### config.mk
export PLATFORM = sky130hd
export DESIGN_NAME = svwr_top
export DESIGN_NICKNAME = d
export VERILOG_FILES = /design/src/rtl/svwr_pkg.sv /design/src/rtl/svwr_debounce.sv /design/src/rtl/svwr_top.sv
export SDC_FILE = /design/constraint.sdc
export NUM_CORES = 1
export LEC_CHECK = 0
export ABC_AREA = 1
export BUFFER_PORTS_ARGS = -buffer_cell sky130_fd_sc_hd__buf_4
export CAP_MARGIN = 25
export CORE_MARGIN = 10
export CORE_UTILIZATION = 55
export CTS_CLUSTER_SIZE = 40
export DETAILED_ROUTE_END_ITERATION = 10
export GPL_ROUTABILITY_DRIVEN = 0
export GPL_TIMING_DRIVEN = 1
export PLACE_DENSITY = 0.73
export SLEW_MARGIN = 20
export SYNTH_ARGS = -nofsm -noshare
export SYNTH_HDL_FRONTEND = slang
export SYNTH_SLANG_ARGS = --single-unit
### constraint.sdc
create_clock -name ref_clk -period 1.39 [get_ports ref_clk]
set_input_delay 0.0695 -clock ref_clk [delete_from_list [all_inputs] [get_ports ref_clk]]
set_output_delay 0.0695 -clock ref_clk [all_outputs]
set_load 0.01 [all_outputs]
### src/rtl/svwr_pkg.sv
package svwr_pkg;
  // clock rate and millisecond tick
  localparam int unsigned CLK_HZ = 100_000_000;
  localparam int unsigned TICK_US = 1000;
  localparam int unsigned TICK_CYCLES = CLK_HZ / 1_000_000 * TICK_US;

  // debounce figures, in milliseconds
  localparam int unsigned DEB_IGNORE_MS = 1;
  localparam int unsigned DEB_ACCEPT_MS = 20;
  // filter length lies between ignore and accept limits
  localparam int unsigned DEB_FILTER_MS = 4;

  // reset active time, in milliseconds
  localparam int unsigned RST_HOLD_MS = 250;

  // watchdog periods, in milliseconds
  localparam int unsigned WD_SHORT_MS = 150;
  localparam int unsigned WD_MID_MS = 600;
  localparam int unsigned WD_LONG_MS = 1200;

  // three-state strap encoding
  typedef enum logic [1:0] {
    SVWR_STRAP_LOW = 2'h0,
    SVWR_STRAP_OPEN = 2'h1,
    SVWR_STRAP_HIGH = 2'h2
  } svwr_strap_t;

  // supervisor state, one-hot
  typedef enum logic [3:0] {
    SVWR_ST_RUN = 4'h1,
    SVWR_ST_HOLD = 4'h2,
    SVWR_ST_WDPULSE = 4'h4,
    SVWR_ST_MANUAL = 4'h8
  } svwr_state_t;

  // reset pin drive bundle
  typedef struct packed {
    logic rst_hi;
    logic rst_lo_oe_n;
  } svwr_rst_t;
endpackage

### src/rtl/svwr_debounce.sv
module svwr_debounce #(
  parameter int unsigned FILTER_TICKS = svwr_pkg::DEB_FILTER_MS
) (
  input wire logic ref_clk,
  input wire logic srst,
  input wire logic tick,
  input wire logic raw_n,
  output logic clean_n
);
  localparam int unsigned CW = $clog2(FILTER_TICKS + 1);

  initial
  begin
    if (FILTER_TICKS < svwr_pkg::DEB_IGNORE_MS + 1 || FILTER_TICKS >= svwr_pkg::DEB_ACCEPT_MS)
      $error("debounce filter length out of range");
  end

  logic [CW-1:0] cnt_q, cnt_d;
  logic clean_q, clean_d;

  // output follows input only after it differs for a whole filter span
  always_comb
  begin
    cnt_d = cnt_q;
    clean_d = clean_q;
    if (raw_n == clean_q)
      cnt_d = '0;
    else if (tick)
    begin
      if (cnt_q == CW'(FILTER_TICKS))
      begin
        clean_d = raw_n;
        cnt_d = '0;
      end
      else
        cnt_d = cnt_q + CW'(1);
    end
  end

  always_ff @(posedge ref_clk)
  begin
    if (srst)
    begin
      cnt_q <= '0;
      clean_q <= 1'b1;
    end
    else
    begin
      cnt_q <= cnt_d;
      clean_q <= clean_d;
    end
  end

  assign clean_n = clean_q;
endmodule

### src/rtl/svwr_top.sv
// Notes on behaviour
// - debounce manual reset, ignore short lows
// - strap selects 150, 600 or 1200 ms
// - reset on supply, manual, watchdog, power-up
// - open-drain low output complements reset
// - margin select picks supply threshold
// - 250 ms continuous supply-ok before release
// - manual reset asserts after debounce delay
// - hold 250 ms after manual release
// - only falling kick edges service watchdog
// - missed kick gives 250 ms pulse
// - repeat pulses until a kick arrives
module svwr_top #(
  parameter int unsigned TICK_CYCLES = svwr_pkg::TICK_CYCLES,
  parameter int unsigned HOLD_MS = svwr_pkg::RST_HOLD_MS,
  parameter int unsigned WD_SHORT = svwr_pkg::WD_SHORT_MS,
  parameter int unsigned WD_MID = svwr_pkg::WD_MID_MS,
  parameter int unsigned WD_LONG = svwr_pkg::WD_LONG_MS,
  parameter int unsigned DEB_TICKS = svwr_pkg::DEB_FILTER_MS
) (
  input wire logic ref_clk,
  input wire logic srst,
  input wire logic supply_ok_5pct,
  input wire logic supply_ok_10pct,
  input wire logic supply_margin_select,
  input wire svwr_pkg::svwr_strap_t timeout_select,
  input wire logic manual_reset_n,
  input wire logic watchdog_kick_n,
  output logic reset_out,
  output logic reset_out_n_o,
  output logic reset_out_n_oe_n
);
  localparam int unsigned TW = $clog2(TICK_CYCLES);
  localparam int unsigned MW = 11;

  initial
  begin
    if (TICK_CYCLES < 2 || HOLD_MS < 1 || HOLD_MS >= (1 << MW) || WD_LONG >= (1 << MW))
      $error("svwr_top timing parameters out of range");
    if (WD_SHORT < 1 || WD_MID < 1 || WD_LONG < 1)
      $error("svwr_top watchdog periods must be positive");
  end

  // free-running millisecond tick
  logic [TW-1:0] div_q, div_d;
  logic tick_q, tick_d;

  always_comb
  begin
    tick_d = (div_q == TW'(TICK_CYCLES - 1));
    div_d = tick_d ? '0 : div_q + TW'(1);
  end

  always_ff @(posedge ref_clk)
  begin
    if (srst)
    begin
      div_q <= '0;
      tick_q <= 1'b0;
    end
    else
    begin
      div_q <= div_d;
      tick_q <= tick_d;
    end
  end

  // debounced manual reset
  logic mr_clean_n;

  svwr_debounce #(
    .FILTER_TICKS(DEB_TICKS)
  ) u_deb (
    .ref_clk(ref_clk),
    .srst(srst),
    .tick(tick_q),
    .raw_n(manual_reset_n),
    .clean_n(mr_clean_n)
  );

  // supply threshold and strap decode
  logic supply_ok;
  logic [MW-1:0] wd_limit;

  always_comb
  begin
    supply_ok = supply_margin_select ? supply_ok_10pct : supply_ok_5pct;
    case (timeout_select)
      svwr_pkg::SVWR_STRAP_LOW: wd_limit = MW'(WD_SHORT);
      svwr_pkg::SVWR_STRAP_HIGH: wd_limit = MW'(WD_LONG);
      default: wd_limit = MW'(WD_MID);
    endcase
  end

  // kick edge detect
  logic kick_q, kick_d;
  logic kick_fall;

  always_comb
  begin
    kick_d = watchdog_kick_n;
    kick_fall = kick_q & ~watchdog_kick_n;
  end

  // supervisor state
  svwr_pkg::svwr_state_t st_q, st_d;
  logic [MW-1:0] hold_q, hold_d;
  logic [MW-1:0] wd_q, wd_d;
  svwr_pkg::svwr_rst_t pin_q, pin_d;

  always_comb
  begin
    st_d = st_q;
    hold_d = hold_q;
    wd_d = wd_q;
    if (!supply_ok)
    begin
      // any dropout restarts the hold interval
      st_d = svwr_pkg::SVWR_ST_HOLD;
      hold_d = '0;
      wd_d = '0;
    end
    else if (!mr_clean_n)
    begin
      st_d = svwr_pkg::SVWR_ST_MANUAL;
      hold_d = '0;
      wd_d = '0;
    end
    else
    begin
      case (st_q)
        svwr_pkg::SVWR_ST_RUN:
        begin
          if (kick_fall)
            wd_d = '0;
          else if (tick_q)
          begin
            if (wd_q == wd_limit - MW'(1))
            begin
              st_d = svwr_pkg::SVWR_ST_WDPULSE;
              hold_d = '0;
              wd_d = '0;
            end
            else
              wd_d = wd_q + MW'(1);
          end
        end
        svwr_pkg::SVWR_ST_HOLD, svwr_pkg::SVWR_ST_MANUAL, svwr_pkg::SVWR_ST_WDPULSE:
        begin
          wd_d = '0;
          if (tick_q)
          begin
            if (hold_q == MW'(HOLD_MS - 1))
            begin
              st_d = svwr_pkg::SVWR_ST_RUN;
              hold_d = '0;
              wd_d = '0;
            end
            else
              hold_d = hold_q + MW'(1);
          end
        end
        default:
        begin
          st_d = svwr_pkg::SVWR_ST_HOLD;
          hold_d = '0;
          wd_d = '0;
        end
      endcase
    end
    pin_d.rst_hi = (st_d != svwr_pkg::SVWR_ST_RUN);
    pin_d.rst_lo_oe_n = ~pin_d.rst_hi;
  end

  always_ff @(posedge ref_clk)
  begin
    if (srst)
    begin
      // power-up starts in the hold interval
      st_q <= svwr_pkg::SVWR_ST_HOLD;
      hold_q <= '0;
      wd_q <= '0;
      kick_q <= 1'b1;
      pin_q <= '{rst_hi: 1'b1, rst_lo_oe_n: 1'b0};
    end
    else
    begin
      st_q <= st_d;
      hold_q <= hold_d;
      wd_q <= wd_d;
      kick_q <= kick_d;
      pin_q <= pin_d;
    end
  end

  assign reset_out = pin_q.rst_hi;
  assign reset_out_n_o = 1'b0;
  assign reset_out_n_oe_n = pin_q.rst_lo_oe_n;

  // checker helpers: ticks of unbroken supply-ok, raw manual low, debounced manual high
  logic [MW-1:0] sup_ms_q, sup_ms_d;
  logic [MW-1:0] mr_low_q, mr_low_d;
  logic [MW-1:0] mr_high_q, mr_high_d;

  always_comb
  begin
    sup_ms_d = sup_ms_q;
    mr_low_d = mr_low_q;
    mr_high_d = mr_high_q;
    if (!supply_ok)
      sup_ms_d = '0;
    else if (tick_q && sup_ms_q != '1)
      sup_ms_d = sup_ms_q + MW'(1);
    if (manual_reset_n)
      mr_low_d = '0;
    else if (tick_q && mr_low_q != '1)
      mr_low_d = mr_low_q + MW'(1);
    if (!mr_clean_n)
      mr_high_d = '0;
    else if (tick_q && mr_high_q != '1)
      mr_high_d = mr_high_q + MW'(1);
  end

  always_ff @(posedge ref_clk)
  begin
    if (srst)
    begin
      sup_ms_q <= '0;
      mr_low_q <= '0;
      mr_high_q <= '0;
    end
    else
    begin
      sup_ms_q <= sup_ms_d;
      mr_low_q <= mr_low_d;
      mr_high_q <= mr_high_d;
    end
  end

  // a watchdog pulse only starts from run after the full period
  a_wd_pulse_start: assert property (@(posedge ref_clk) disable iff (srst)
    (st_q == svwr_pkg::SVWR_ST_WDPULSE) && ($past(st_q) == svwr_pkg::SVWR_ST_RUN)
    |-> $past(wd_q) == wd_limit - MW'(1)) else $error("early watchdog pulse");
  a_wd_repeat: assert property (@(posedge ref_clk) disable iff (srst)
    (st_q == svwr_pkg::SVWR_ST_RUN) && tick_q && !kick_fall && supply_ok && mr_clean_n
    && (wd_q == wd_limit - MW'(1)) |=> st_q == svwr_pkg::SVWR_ST_WDPULSE)
    else $error("missed watchdog pulse");
  a_kick_clears: assert property (@(posedge ref_clk) disable iff (srst)
    (st_q == svwr_pkg::SVWR_ST_RUN) && kick_fall && supply_ok && mr_clean_n
    |=> wd_q == '0) else $error("kick did not restart watchdog");
  a_rise_no_kick: assert property (@(posedge ref_clk) disable iff (srst)
    (st_q == svwr_pkg::SVWR_ST_RUN) && !kick_q && watchdog_kick_n && !tick_q
    && supply_ok && mr_clean_n
    |=> wd_q == $past(wd_q)) else $error("rising edge serviced watchdog");
  a_supply_reset: assert property (@(posedge ref_clk) disable iff (srst)
    !supply_ok |=> reset_out && !reset_out_n_oe_n) else $error("no reset on low supply");
  a_pins_compl: assert property (@(posedge ref_clk) disable iff (srst)
    reset_out == !reset_out_n_oe_n) else $error("reset pins disagree");
  a_hold_release: assert property (@(posedge ref_clk) disable iff (srst)
    $fell(reset_out) |-> $past(hold_q) == MW'(HOLD_MS - 1) && $past(tick_q))
    else $error("release before hold time");
  a_manual_hold: assert property (@(posedge ref_clk) disable iff (srst)
    !mr_clean_n |=> st_q == svwr_pkg::SVWR_ST_MANUAL || st_q == svwr_pkg::SVWR_ST_HOLD)
    else $error("manual reset not held");
  a_wd_frozen: assert property (@(posedge ref_clk) disable iff (srst)
    (!supply_ok || !mr_clean_n) |=> wd_q == '0) else $error("watchdog ran in reset");
  a_margin_sel: assert property (@(posedge ref_clk) disable iff (srst)
    supply_margin_select && !supply_ok_10pct |=> st_q == svwr_pkg::SVWR_ST_HOLD)
    else $error("margin select ignored");
  a_pin_state: assert property (@(posedge ref_clk) disable iff (srst)
    reset_out == (st_q != svwr_pkg::SVWR_ST_RUN))
    else $error("reset pin does not follow state");
  a_tick_single: assert property (@(posedge ref_clk) disable iff (srst)
    tick_q |-> div_q == '0)
    else $error("tick out of step with divider");
  a_wd_bound: assert property (@(posedge ref_clk) disable iff (srst)
    (st_q == svwr_pkg::SVWR_ST_RUN) |-> wd_q < wd_limit)
    else $error("watchdog count passed its period");
  a_idle_wd: assert property (@(posedge ref_clk) disable iff (srst)
    (st_q != svwr_pkg::SVWR_ST_RUN) |=> wd_q == '0)
    else $error("watchdog counted during reset");
  a_hold_restart: assert property (@(posedge ref_clk) disable iff (srst)
    !supply_ok |=> hold_q == '0)
    else $error("dropout did not restart hold");
  a_supply_stable: assert property (@(posedge ref_clk) disable iff (srst)
    $fell(reset_out) |-> sup_ms_q >= MW'(HOLD_MS))
    else $error("release without stable supply");
  // manual path: raw low, debounce, entry, release
  a_manual_delay: assert property (@(posedge ref_clk) disable iff (srst)
    $fell(mr_clean_n) |-> $past(manual_reset_n) == 1'b0)
    else $error("manual reset without low input");
  a_deb_ignore: assert property (@(posedge ref_clk) disable iff (srst)
    $fell(mr_clean_n) |-> mr_low_q >= MW'(DEB_TICKS + 1))
    else $error("short manual low accepted");
  a_deb_accept: assert property (@(posedge ref_clk) disable iff (srst)
    mr_low_q >= MW'(DEB_TICKS + 1) |-> !mr_clean_n)
    else $error("long manual low not accepted");
  a_manual_enter: assert property (@(posedge ref_clk) disable iff (srst)
    !mr_clean_n && supply_ok |=> st_q == svwr_pkg::SVWR_ST_MANUAL)
    else $error("manual reset not entered");
  a_manual_release: assert property (@(posedge ref_clk) disable iff (srst)
    $rose(mr_clean_n) |-> reset_out)
    else $error("reset gone at manual release");
  a_mr_hold_time: assert property (@(posedge ref_clk) disable iff (srst)
    $fell(reset_out) |-> mr_high_q >= MW'(HOLD_MS))
    else $error("release too soon after manual");

  c_wd_pulse: cover property (@(posedge ref_clk) disable iff (srst)
    st_q == svwr_pkg::SVWR_ST_WDPULSE);
  c_manual: cover property (@(posedge ref_clk) disable iff (srst)
    st_q == svwr_pkg::SVWR_ST_MANUAL);
  c_release: cover property (@(posedge ref_clk) disable iff (srst) $fell(reset_out));
  c_supply_drop: cover property (@(posedge ref_clk) disable iff (srst)
    $fell(supply_ok));
  c_kick: cover property (@(posedge ref_clk) disable iff (srst)
    kick_fall && st_q == svwr_pkg::SVWR_ST_RUN);
endmodule

Yosys cells after proc, flatten, opt, wreduce, memory -nomap -nowiden --
Index checks and enable logic that the tools add are counted.
Word-level totals: word-level logic and storage cells 63, input port bits 9, output and inout bits 3, bits in registers 51
Operators by class: mux-type cells 18, reductions and logical operators 8, bitwise logic cells 7, $add $sub $neg 5, equal/unequal tests 15
Operators by type and width (count):
- $mux 11 | 6
- $pmux 11 s2 | 2
- $mux 4 | 7
- $add 11x1->11 const B | 2
- $add 17x1->17 const B | 1
- $eq 17x17->1 const B | 1
- $eq 11x11->1 | 1
- $eq 11x8->1 const B | 1
- $sub 11x1->11 const B | 1
- $ne 2x2->1 const B | 4
- $pmux 4 s2 | 1
- $not 1->1 | 6
- $reduce_or 3->1 | 2
- $reduce_or 5->1 | 1
- $eq 4x1->1 const B | 1
- $eq 4x2->1 const B | 1
- $eq 4x3->1 const B | 1
- $eq 4x4->1 const B | 1
- $ne 4x1->1 const B | 1
- $reduce_and 4->1 | 1
- $reduce_or 2->1 | 2
- $add 3x1->3 const B | 1
- $eq 3x3->1 const B | 1
- $mux 3 | 1
- 6 further kinds | 6

Depth between registers and ports, before layout --
Gate-level depths: netlist of the first run.
depth in word-level cells 12, mapped depth 12, gate-level depth less buffers 12

Cells and area by module --
Synthesis of the first run repeated with hierarchy kept, for this count alone.
Second synthesis, totals: cell total of the unflattened synthesis 408, area total of the unflattened synthesis 2792.7 µm²
Modules (own cells, without submodules):
- svwr_top | cells each 368, area an instance 2541.2 µm², sequential area each 940.9 µm², times used 1
- svwr_debounce | cells each 40, area an instance 251.5 µm², sequential area each 80.1 µm², times used 1

Worst setup path after synthesis of the first run --
OpenSTA, ideal clock, no wires.
kind register to register, start point register div_q[0], end point register div_q[15], setup slack -89 ps, required time 1276 ps, data arrival time 1365 ps, period minus slack after synthesis 1479 ps, setup time 114 ps, path buffers 1, cell stages (with the launch flop) 10, path through dfxtp_1 > ha_1 > nand2_1 > inv_1 > nand2_1 > nor3_1 > nand4_1 > nand2_1 > buf_4 > nor2_1
On the way: cells in the longest elaborated chain, start to end 2, elaborated cells between the ends (all ways) 3, those cells by class 1 x add/sub; 1 x eq/ne; 1 x reduce/logical
Ends and longest elaborated chain:
- start: declaration | RTL line svwr_top.sv:45 | logic [TW-1:0] div_q, div_d;
- start signal: assignment | RTL line svwr_top.sv:63 | div_q <= div_d;
- parallel branches: the longest is 2 deep, another holds $add 17x1->17
Parallel ways; which one is timed is not known. A chain may end at the register's enable or synchronous reset.

Worst setup path after layout of the first run --
start point register div_q[1], end point register div_q[14]
The elaborated chain is that of the path after synthesis.

==> impl_metrics.toml, run 1 <==
[routing]
route.detailed.drc = 0
vias = 2792
wl_per_cell_um = 13.1
drt_iter0_drc = 272
drt_wl_total_um = 7010
ant_nets = 0
dr.pass1.iters = 4
vias_per_cell = 5.22

[cts]
cts_sinks = 51
numCtsBuffers = 5
cts-root-buf = "clkbuf_8"
cts_tree = "yes"
clock_path_buffers = 2
clock_latency_ns = 0.30
path_clk_slew_ns = 0.09
cts.htree.levels = 2

[yosys]
yosysWarnings = 0
synth_edf_count = 0
ys_seq_area_share_pct = 37.5
synth_area_per_cell_um2 = 6.85
synth_common_cells = "nand2_1, nor2_1, dfxtp_1"
synth.top_cells.by_area = "dfxtp_1, nand2_1, nor2_1, nand3_1, inv_1"
synth_largest_area_cell = "dfxtp_1"
syn_nets = 413
synth_top_area_share_pct = 37.5
syn_inst = 398
syn_area_um2 = 2730
postSynth.asyncResetShare_pct = 0
ys_ff_latch = 51
ys.flop_type = "dfxtp_1"
synth.most_common_cell = "nand2_1"
synth_cell_types = 36

[power]
p_leak_nw = 1.52
cellPowerDensity_nw_per_um2 = 696
peakVddDrop_uv = 769
p_total_mw = 2.62

[sta]
fin_crit_sh_pct = 109
setup_viol = 28
min_period_ns = 1.52
rsz0062_at_grt = "yes"
hold_slack_ns = 0.0190
max_freq_ghz = 0.659
fin_skew_ns = 0.00694
worst_slack_ns = -0.127
finalHoldViolations = 0
finalMaxSlewViolations = 0

[placement]
io_buffers = 10
hpwl_um = 4480

[setup_path]
path_class = "flip-flop to flip-flop"
required_ns = 1.57
crit_path_start_kind = "flip-flop"
arrival_ns = 1.70
ff2ff_path_depth = 9
crit_fanout = 8
crit_start = "div_q[1]$_SDFF_PP0_"
r2r-end = "div_q[14]$_SDFF_PP0_"
end_kind = "flip-flop"
r2r_slack_ns = -0.13
reg2reg_from = "div_q[1]$_SDFF_PP0_"
crit_path_end = "div_q[14]$_SDFF_PP0_"

[finish]
diodes = 0
drive_above_1_share_pct = 35.0
finalNetCount = 483
area_growth_pct = 38.2

[floorplan]
core_area_um2 = 4750
start_util_pct = 57.3
die_x_um = 90.4
dieArea_um2 = 8170
row_count = 25
die_y_um = 90.4
pin_count = 12

[global_routing]
grt_max_degree = 16
track_usage_pct = 16.1
antenna_found_initial = 0
grt_pass1_vias = 2673
grt_pass1_wl_um = 11600
grt-ovfl-total = 0

[run_status]
outcome = "finished with violations"
violations = "negative setup slack"

[run]
cap_viol_max_count = 0

[hold_path]
hold_path_class = "input port to flip-flop"
-- layer usage --
| metal | vias to the layer above | track usage (%) | share of wire (%) |
|---|---|---|---|
| met1 | 1314 | 19.1 | 44 |
| met5 | - | 0 | 0 |
| met3 | 13 | 2.74 | 3.1 |
| met4 | 0 | 4.64 | 1.6 |
| li1 | 1419 | - | - |
| met2 | 46 | 28.9 | 52 |
-- kinds of logic after synthesis --
| family | count (synthesis) | synth area share, % |
|---|---|---|
| simple gates | 235 | 38.8 |
| fa+ha+maj | 6 | 2.75 |
| compound gates | 40 | 8.22 |
| other cells | 1 | 0.138 |
| xor+xnor | 12 | 3.86 |
| flops | 51 | 37.5 |
| mux | 1 | 0.367 |
| buf+inv | 52 | 8.36 |
-- layout make-up --
| class | count | area (um^2) |
|---|---|---|
| clock inverters | 2 | 37.5 |
| well taps | 67 | 83.8 |
| multi-input cells | 296 | 1800 |
| repair buffers | 70 | 567 |
| inverters | 44 | 168 |
| flip-flops and latches | 51 | 1040 |
| clock buffers | 5 | 68.8 |
| fillers | 340 | 987 |
-- registers in the layout, indices dropped and copies added (netlist names) --
name	cells
div_q	17
hold_q	11
wd_q	11
st_q	4
u_deb.cnt_q	3
kick_q	1
reset_out	1
reset_out_n_oe_n	1
tick_q	1
u_deb.clean_n	1
-- metrics by stage --
stage	cell area, um^2	worst slack, ns	setup TNS, ns	cells	utilization (%)
after floorplan	2740	-0.00139	-0.00139	398	-
after global placement	3220	-0.115	-1.82	516	67.8
after detailed placement	3220	-0.180	-3.16	516	67.8
after CTS	3570	-0.0651	-0.544	531	75.2
after global routing	3770	-0.228	-6.15	535	79.2
final	3770	-0.127	-1.90	535	79.2
-- placed cells by master, fill, tap and decap left out, types with 3 or more instances in the layout --
| cell | synthesis | routed |
|---|---|---|
| a21oi_1 | 22 | 16 |
| nand3_1 | 32 | 22 |
| nand2_4 | 1 | 3 |
| buf_6 | 2 | 3 |
| nor3_1 | 18 | 13 |
| xnor2_1 | 4 | 4 |
| or2_2 | 3 | 3 |
| dfxtp_4 | 0 | 3 |
| inv_1 | 42 | 36 |
| nand3_2 | 2 | 11 |
| inv_2 | 2 | 7 |
| nor2_2 | 5 | 12 |
| nand3b_1 | 3 | 3 |
| ha_1 | 6 | 4 |
| o21ai_0 | 6 | 3 |
| nor3_2 | 1 | 5 |
| nor2_4 | 0 | 7 |
| o21ai_1 | 1 | 4 |
| nand2_8 | 0 | 3 |
| nor2_1 | 63 | 49 |
| buf_4 | 4 | 63 |
| clkbuf_8 | 0 | 5 |
| a21oi_2 | 0 | 5 |
| nand2_2 | 5 | 10 |
| dfxtp_2 | 0 | 9 |
| dfxtp_1 | 51 | 39 |
| xor2_1 | 8 | 8 |
| nand2_1 | 87 | 78 |
| nand4_1 | 7 | 7 |
| nor3b_2 | 0 | 3 |
-- power by group --
group	switching, mW	internal [mW]
Clock	0.483	0.527
Combinational	0.0771	0.0564
Sequential	0.0113	1.47
-- critical path, stage by stage (launching register included) --
cell and delay (ns):
dfxtp_4 0.38, ha_4 0.16, nand2_4 0.07, inv_4 0.08, nand2_4 0.05, nor3_2 0.12, nand4_1 0.17, buf_4 0.20
nand2_8 0.11, nor3b_2 0.06
-- repair_timing --
action                     CTS  global route
pin swaps                   18            22
gates resized for setup     51            44
hold endpoints to repair     2             0
gates cloned                 1             0
setup buffers                5             4
hold buffers                 2             0
setup endpoints to repair   34            46
-- worst min path at each step --
stage	start	to	slack, ns	depth (start not counted)
floorplan	srst	tick_q$_SDFF_PP0_	0.14	1
global placement	srst	tick_q$_SDFF_PP0_	0.26	2
detailed placement	srst	tick_q$_SDFF_PP0_	0.26	2
CTS	manual_reset_n	u_deb.clean_n$_SDFFE_PP1P_	0.02	3
global route	manual_reset_n	u_deb.clean_n$_SDFFE_PP1P_	0.04	3
finish	manual_reset_n	u_deb.clean_n$_SDFFE_PP1P_	0.02	3
Power figures use the tool's default switching activity.
==> inputs of run 2 (changes only) <==
--- a/config.mk
+++ b/config.mk
@@ -7,7 +7,7 @@
 export LEC_CHECK = 0
 export ABC_AREA = 1
 export BUFFER_PORTS_ARGS = -buffer_cell sky130_fd_sc_hd__buf_4
-export CAP_MARGIN = 25
+export CAP_MARGIN = 10
 export CORE_MARGIN = 10
 export CORE_UTILIZATION = 55
 export CTS_CLUSTER_SIZE = 40
@@ -19,3 +19,4 @@
 export SYNTH_ARGS = -nofsm -noshare
 export SYNTH_HDL_FRONTEND = slang
 export SYNTH_SLANG_ARGS = --single-unit
+export TNS_END_PERCENT = 10
==> run 2 against run 1 <==
  * The run still ends with negative setup slack left
  * Critical endpoint is now hold_q[9]$_SDFFE_PP0P_
  * Sequential share of layout area rose by 0.51 points
  * Highest routed layer unchanged
  * Combinational power fell by 9.8%
  * Final area decreased by 1.2%
  * Via count rose by 1.9%
==> impl_metrics.toml, run 2 (synthesis gave the netlist of run 1 again) <==
[run_status]
outcome = "finished with violations"
violations = "negative setup slack"

[setup_path]
arrival_ns = 1.73
path_class = "flip-flop to flip-flop"
cp_cell_sequence = "inv_1, nand2_1, a21oi_2, nor2_2, nand3_2, nand2_4, buf_6, a21oi_1, nor2_2"
ff2ff_path_depth = 9
crit_path_start_kind = "flip-flop"
critPathMostFrequentCell = "nor2_2"
required_ns = 1.60
critical-path-slowest-cell = "dfxtp_2"
crit_fanout = 6
reg2reg_from = "wd_q[3]$_SDFFE_PP0P_"
r2r-end = "hold_q[9]$_SDFFE_PP0P_"
max_stage_delay_ns = 0.35
r2r_slack_ns = -0.13
end_kind = "flip-flop"

[floorplan]
core_area_um2 = 4750
die_y_um = 90.4
pin_count = 12
start_util_pct = 57.3
row_count = 25
dieArea_um2 = 8170
die_x_um = 90.4

[hold_path]
min-delay-start = "srst"
hold_path_class = "input port to flip-flop"
hold_end = "div_q[13]$_SDFF_PP0_"
hold_depth = 4

[routing]
vias_per_cell = 5.30
drt_wl_total_um = 7160
ant_nets = 0
dr.pass1.iters = 4
drt_iter0_drc = 206
wl_per_cell_um = 13.3
route.detailed.drc = 0
vias = 2846

[global_routing]
grt-ovfl-total = 0
grt_use_met3_pct = 2.91
grt_max_degree = 18
busiest_layer = "met2"
track_usage_pct = 16.6
grt_pass1_wl_um = 11700
antenna_found_initial = 0
use_met2_pct = 28.9
grt_pass1_vias = 2712
grt_use_met1_pct = 19.8

[finish]
final_common_cell = "nand2_1"
diodes = 0
largest_register_ffs = 17
area_growth_pct = 36.5
top_register = "div_q"
largestRegisters = "div_q x17, hold_q x11, wd_q x11"
layout_common_cells = "nand2_1, buf_4, nor2_1, inv_1, dfxtp_1"
fillers = 343
final_cell_area_um2 = 3720
drive_above_1_share_pct = 34.9
finalNetCount = 484

[sta]
fin_crit_sh_pct = 109
rsz0062_at_grt = "yes"
finalSetupTns_ns = -0.884
min_period_ns = 1.52
finalHoldViolations = 0
max_freq_ghz = 0.657
worst_slack_ns = -0.131
fin_skew_ns = 0.00483
setup_viol = 16
finalMaxSlewViolations = 0

[run]
cap_viol_max_count = 0

[cts]
clock_latency_ns = 0.30
cts-root-buf = "clkbuf_8"
cts.htree.levels = 2
cts_tree = "yes"
numCtsBuffers = 5
clock_path_buffers = 2
path_clk_slew_ns = 0.10
cts_sinks = 51

[placement]
place_area_um2 = 3220
dpl_worst_slack_ns = -0.152
io_buffers = 10
hpwl_um = 4620

[power]
p_leak_nw = 1.50
p_total_mw = 2.67
peakVddDrop_uv = 557
cellPowerDensity_nw_per_um2 = 718
==> run 2: power breakdown <==
group | total [mW] | internal [mW] | leakage (nW) | switching [mW]
Sequential | 1.47 | 1.46 | 0.421 | 0.00752
Clock | 1.08 | 0.547 | 0.0587 | 0.533
Combinational | 0.120 | 0.0511 | 1.02 | 0.0688
Total | 2.67 | 2.06 | 1.50 | 0.610
==> run 2: worst max-delay path, delay by kind of cell, from the launching register on <==
family	cells	cell delay, ns
buffers and inverters	2	0.22
AOI/OAI and AO/OA	2	0.41
and+or+nand+nor	5	0.45
DFF	1	0.35
==> run 2: what timing repair did <==
action	in CTS	in global routing
endpoints found under the hold margin	3	0
buffers inserted	8	0
gates resized for setup	42	49
hold buffers	3	0
pin swaps	13	22
endpoints found under the setup margin	38	45
==> run 2: per-layer routing <==
| metal | up-vias | wire length, um |
|---|---|---|
| li1 | 1430 | - |
| met1 | 1339 | 3120 |
| met2 | 62 | 3660 |
| met3 | 15 | 237 |
| met4 | 0 | 147 |
| met5 | - | 0 |
==> run 2: worst max-delay path by stage <==
stage	slack (ns)	endpoint	start	cells after the start
global placement	-0.09	div_q[16]$_SDFF_PP0_	div_q[0]$_SDFF_PP0_	8
CTS	-0.04	div_q[16]$_SDFF_PP0_	div_q[1]$_SDFF_PP0_	8
floorplan	-0.06	div_q[15]$_SDFF_PP0_	div_q[0]$_SDFF_PP0_	9
detailed placement	-0.15	st_q[3]$_SDFF_PP0_	hold_q[1]$_SDFFE_PP0P_	8
finish	-0.13	hold_q[9]$_SDFFE_PP0P_	wd_q[3]$_SDFFE_PP0P_	9
global route	-0.23	hold_q[9]$_SDFFE_PP0P_	wd_q[3]$_SDFFE_PP0P_	9
==> run 2: area by class of cell <==
| cell class | count | area, um^2 | share of cell area [%] |
|---|---|---|---|
| clock inverters | 3 | 47.5 | 1.28 |
| clock buffers | 5 | 68.8 | 1.85 |
| multi-input cells | 295 | 1730 | 46.5 |
| repair buffers | 72 | 568 | 15.3 |
| inverters | 44 | 171 | 4.61 |
| well taps | 67 | 83.8 | 2.25 |
| flip-flops and latches | 51 | 1050 | 28.2 |
==> run 2: through the flow <==
step           util, %  std cells  hold WS, ns
3_5_place_dp      67.7        518        0.257
4_1_cts           75.2        537       0.0198
2_1_floorplan        -        398        0.142
5_1_grt           78.3        537       0.0430
3_3_place_gp      67.7        518        0.258
6_report          78.3        537       0.0302
==> inputs of run 3 (changes only) <==
--- a/config.mk
+++ b/config.mk
@@ -19,4 +19,4 @@
 export SYNTH_ARGS = -nofsm -noshare
 export SYNTH_HDL_FRONTEND = slang
 export SYNTH_SLANG_ARGS = --single-unit
-export TNS_END_PERCENT = 10
+export TNS_END_PERCENT = 50
==> run 3 against run 2 <==
  * The run still ends with negative setup slack left
  * Routed wire length is 2.9% higher
  * Sequential cell count unchanged
  * Final area increased by 4.5%
  * Largest power group unchanged
  * First-iteration DRC count increased by 17%
  * Hold slack got worse by 0.014 ns
  * Via count is 0.95% higher
  * Register-to-register slack is essentially flat
  * Global-route usage fell by 1.0 points
==> impl_metrics.toml, run 3 (synthesis gave the netlist of run 1 again) <==
[run_status]
outcome = "finished with violations"
violations = "negative setup slack"

[finish]
finalNetCount = 485
diodes = 0
final_common_cell = "nand2_1"
largestRegisters = "div_q x17, hold_q x11, wd_q x11"
area_growth_pct = 42.7
layout_common_cells = "nand2_1, buf_4, nor2_1, inv_1, dfxtp_1"
drive_above_1_share_pct = 40.4
top_register = "div_q"
fin_util_pct = 81.8
final_cell_area_um2 = 3890
largest_register_ffs = 17

[routing]
drt_iter0_drc = 242
wl_per_cell_um = 13.7
vias = 2873
ant_nets = 0
vias_per_cell = 5.35
dr.pass1.iters = 5
route.detailed.drc = 0
drt_wl_total_um = 7370

[floorplan]
start_util_pct = 57.3
die_x_um = 90.4
die_y_um = 90.4
row_count = 25
dieArea_um2 = 8170
core_area_um2 = 4750
pin_count = 12

[hold_path]
hold_path_class = "input port to flip-flop"
min-delay-start = "manual_reset_n"

[sta]
setup_viol = 24
finalMaxSlewViolations = 0
fin_skew_ns = 0.00623
rsz0062_at_grt = "yes"
max_freq_ghz = 0.660
hold_slack_ns = 0.0162
fin_crit_sh_pct = 109
worst_slack_ns = -0.126
min_period_ns = 1.52
finalHoldViolations = 0

[global_routing]
grt-ovfl-total = 0
track_usage_pct = 15.5
grt_pass1_wl_um = 11200
grt_pass1_vias = 2580
antenna_found_initial = 0
grt_max_degree = 16

[placement]
place_area_um2 = 3220
hpwl_um = 4480
io_buffers = 10

[cts]
cts_sinks = 51
cts.htree.levels = 2
cts-root-buf = "clkbuf_8"
clock_latency_ns = 0.30
clock_path_buffers = 2
cts_tree = "yes"
path_clk_slew_ns = 0.09
numCtsBuffers = 5

[setup_path]
crit_fanout = 5
required_ns = 1.63
crit_path_start_kind = "flip-flop"
r2r_slack_ns = -0.13
reg2reg_from = "div_q[7]$_SDFF_PP0_"
end_kind = "flip-flop"
crit_start = "div_q[7]$_SDFF_PP0_"
path_class = "flip-flop to flip-flop"
arrival_ns = 1.76

[run]
cap_viol_max_count = 0

[power]
cellPowerDensity_nw_per_um2 = 672
p_leak_nw = 1.54
peakVddDrop_uv = 765
==> run 3: changes by cell type in the layout (fill, tap and decap cells not counted), sizes merged <==
cell,before,now
clkinv,1,0
nand2,93,94
dlygate4sd3,3,2
buf,69,70
==> run 3: layer usage <==
layer,track usage (%),wire length [um],vias to the layer above
met4,3.58,124,0
met3,2.49,272,16
met2,27.9,3870,69
met1,18.8,3100,1356
met5,0,0,-
li1,-,-,1432
==> run 3: metrics by stage <==
stage / total power [mW] / setup WS [ns] / TNS (ns) / instances
after floorplan: 1.56 / -0.00139 / -0.00139 / 398
after global placement: 1.60 / -0.115 / -1.82 / 516
after detailed placement: 1.60 / -0.180 / -3.16 / 516
after CTS: 2.62 / -0.0651 / -0.643 / 530
after global routing: 2.70 / -0.228 / -4.94 / 537
final: 2.61 / -0.126 / -1.64 / 537
==> run 3: final timing paths <==
kind,end,cells past startpoint
worst max-delay path,div_q[10]$_SDFF_PP0_,5
worst min-delay path,u_deb.clean_n$_SDFFE_PP1P_,3
worst max register to register,div_q[10]$_SDFF_PP0_,5
worst min register to register,div_q[13]$_SDFF_PP0_,1
==> run 3: report_power, final <==
group | total [mW] | leakage (nW) | internal [mW] | switching, mW
combinational | 0.132 | 1.07 | 0.0547 | 0.0777
sequential | 1.47 | 0.422 | 1.46 | 0.0113
clock | 1.01 | 0.0502 | 0.526 | 0.483
total | 2.61 | 1.54 | 2.04 | 0.572
==> run 3: cell type report <==
cell class              count  area, um^2
fillers                   312         865
well taps                  67        83.8
multi-input cells         296        1890
repair buffers             72         582
clock buffers               5        68.8
flip-flops and latches     51        1060
clock inverters             2        37.5
inverters                  44         170
==> run 3: critical path, stage by stage (launching register included) <==
cell	delay (ns)
dfxtp_1	0.45
nand2_1	0.11
nor3_1	0.20
nand2_1	0.21
or2_2	0.36
a21oi_4	0.12
==> run 3: timing repair <==
action | in CTS | in global routing
gates cloned | 1 | 0
hold buffers | 2 | 0
buffers inserted | 4 | 7
hold endpoints to repair | 2 | 0
pin swaps | 9 | 26
resized for setup | 34 | 93
endpoints found under the setup margin | 34 | 46
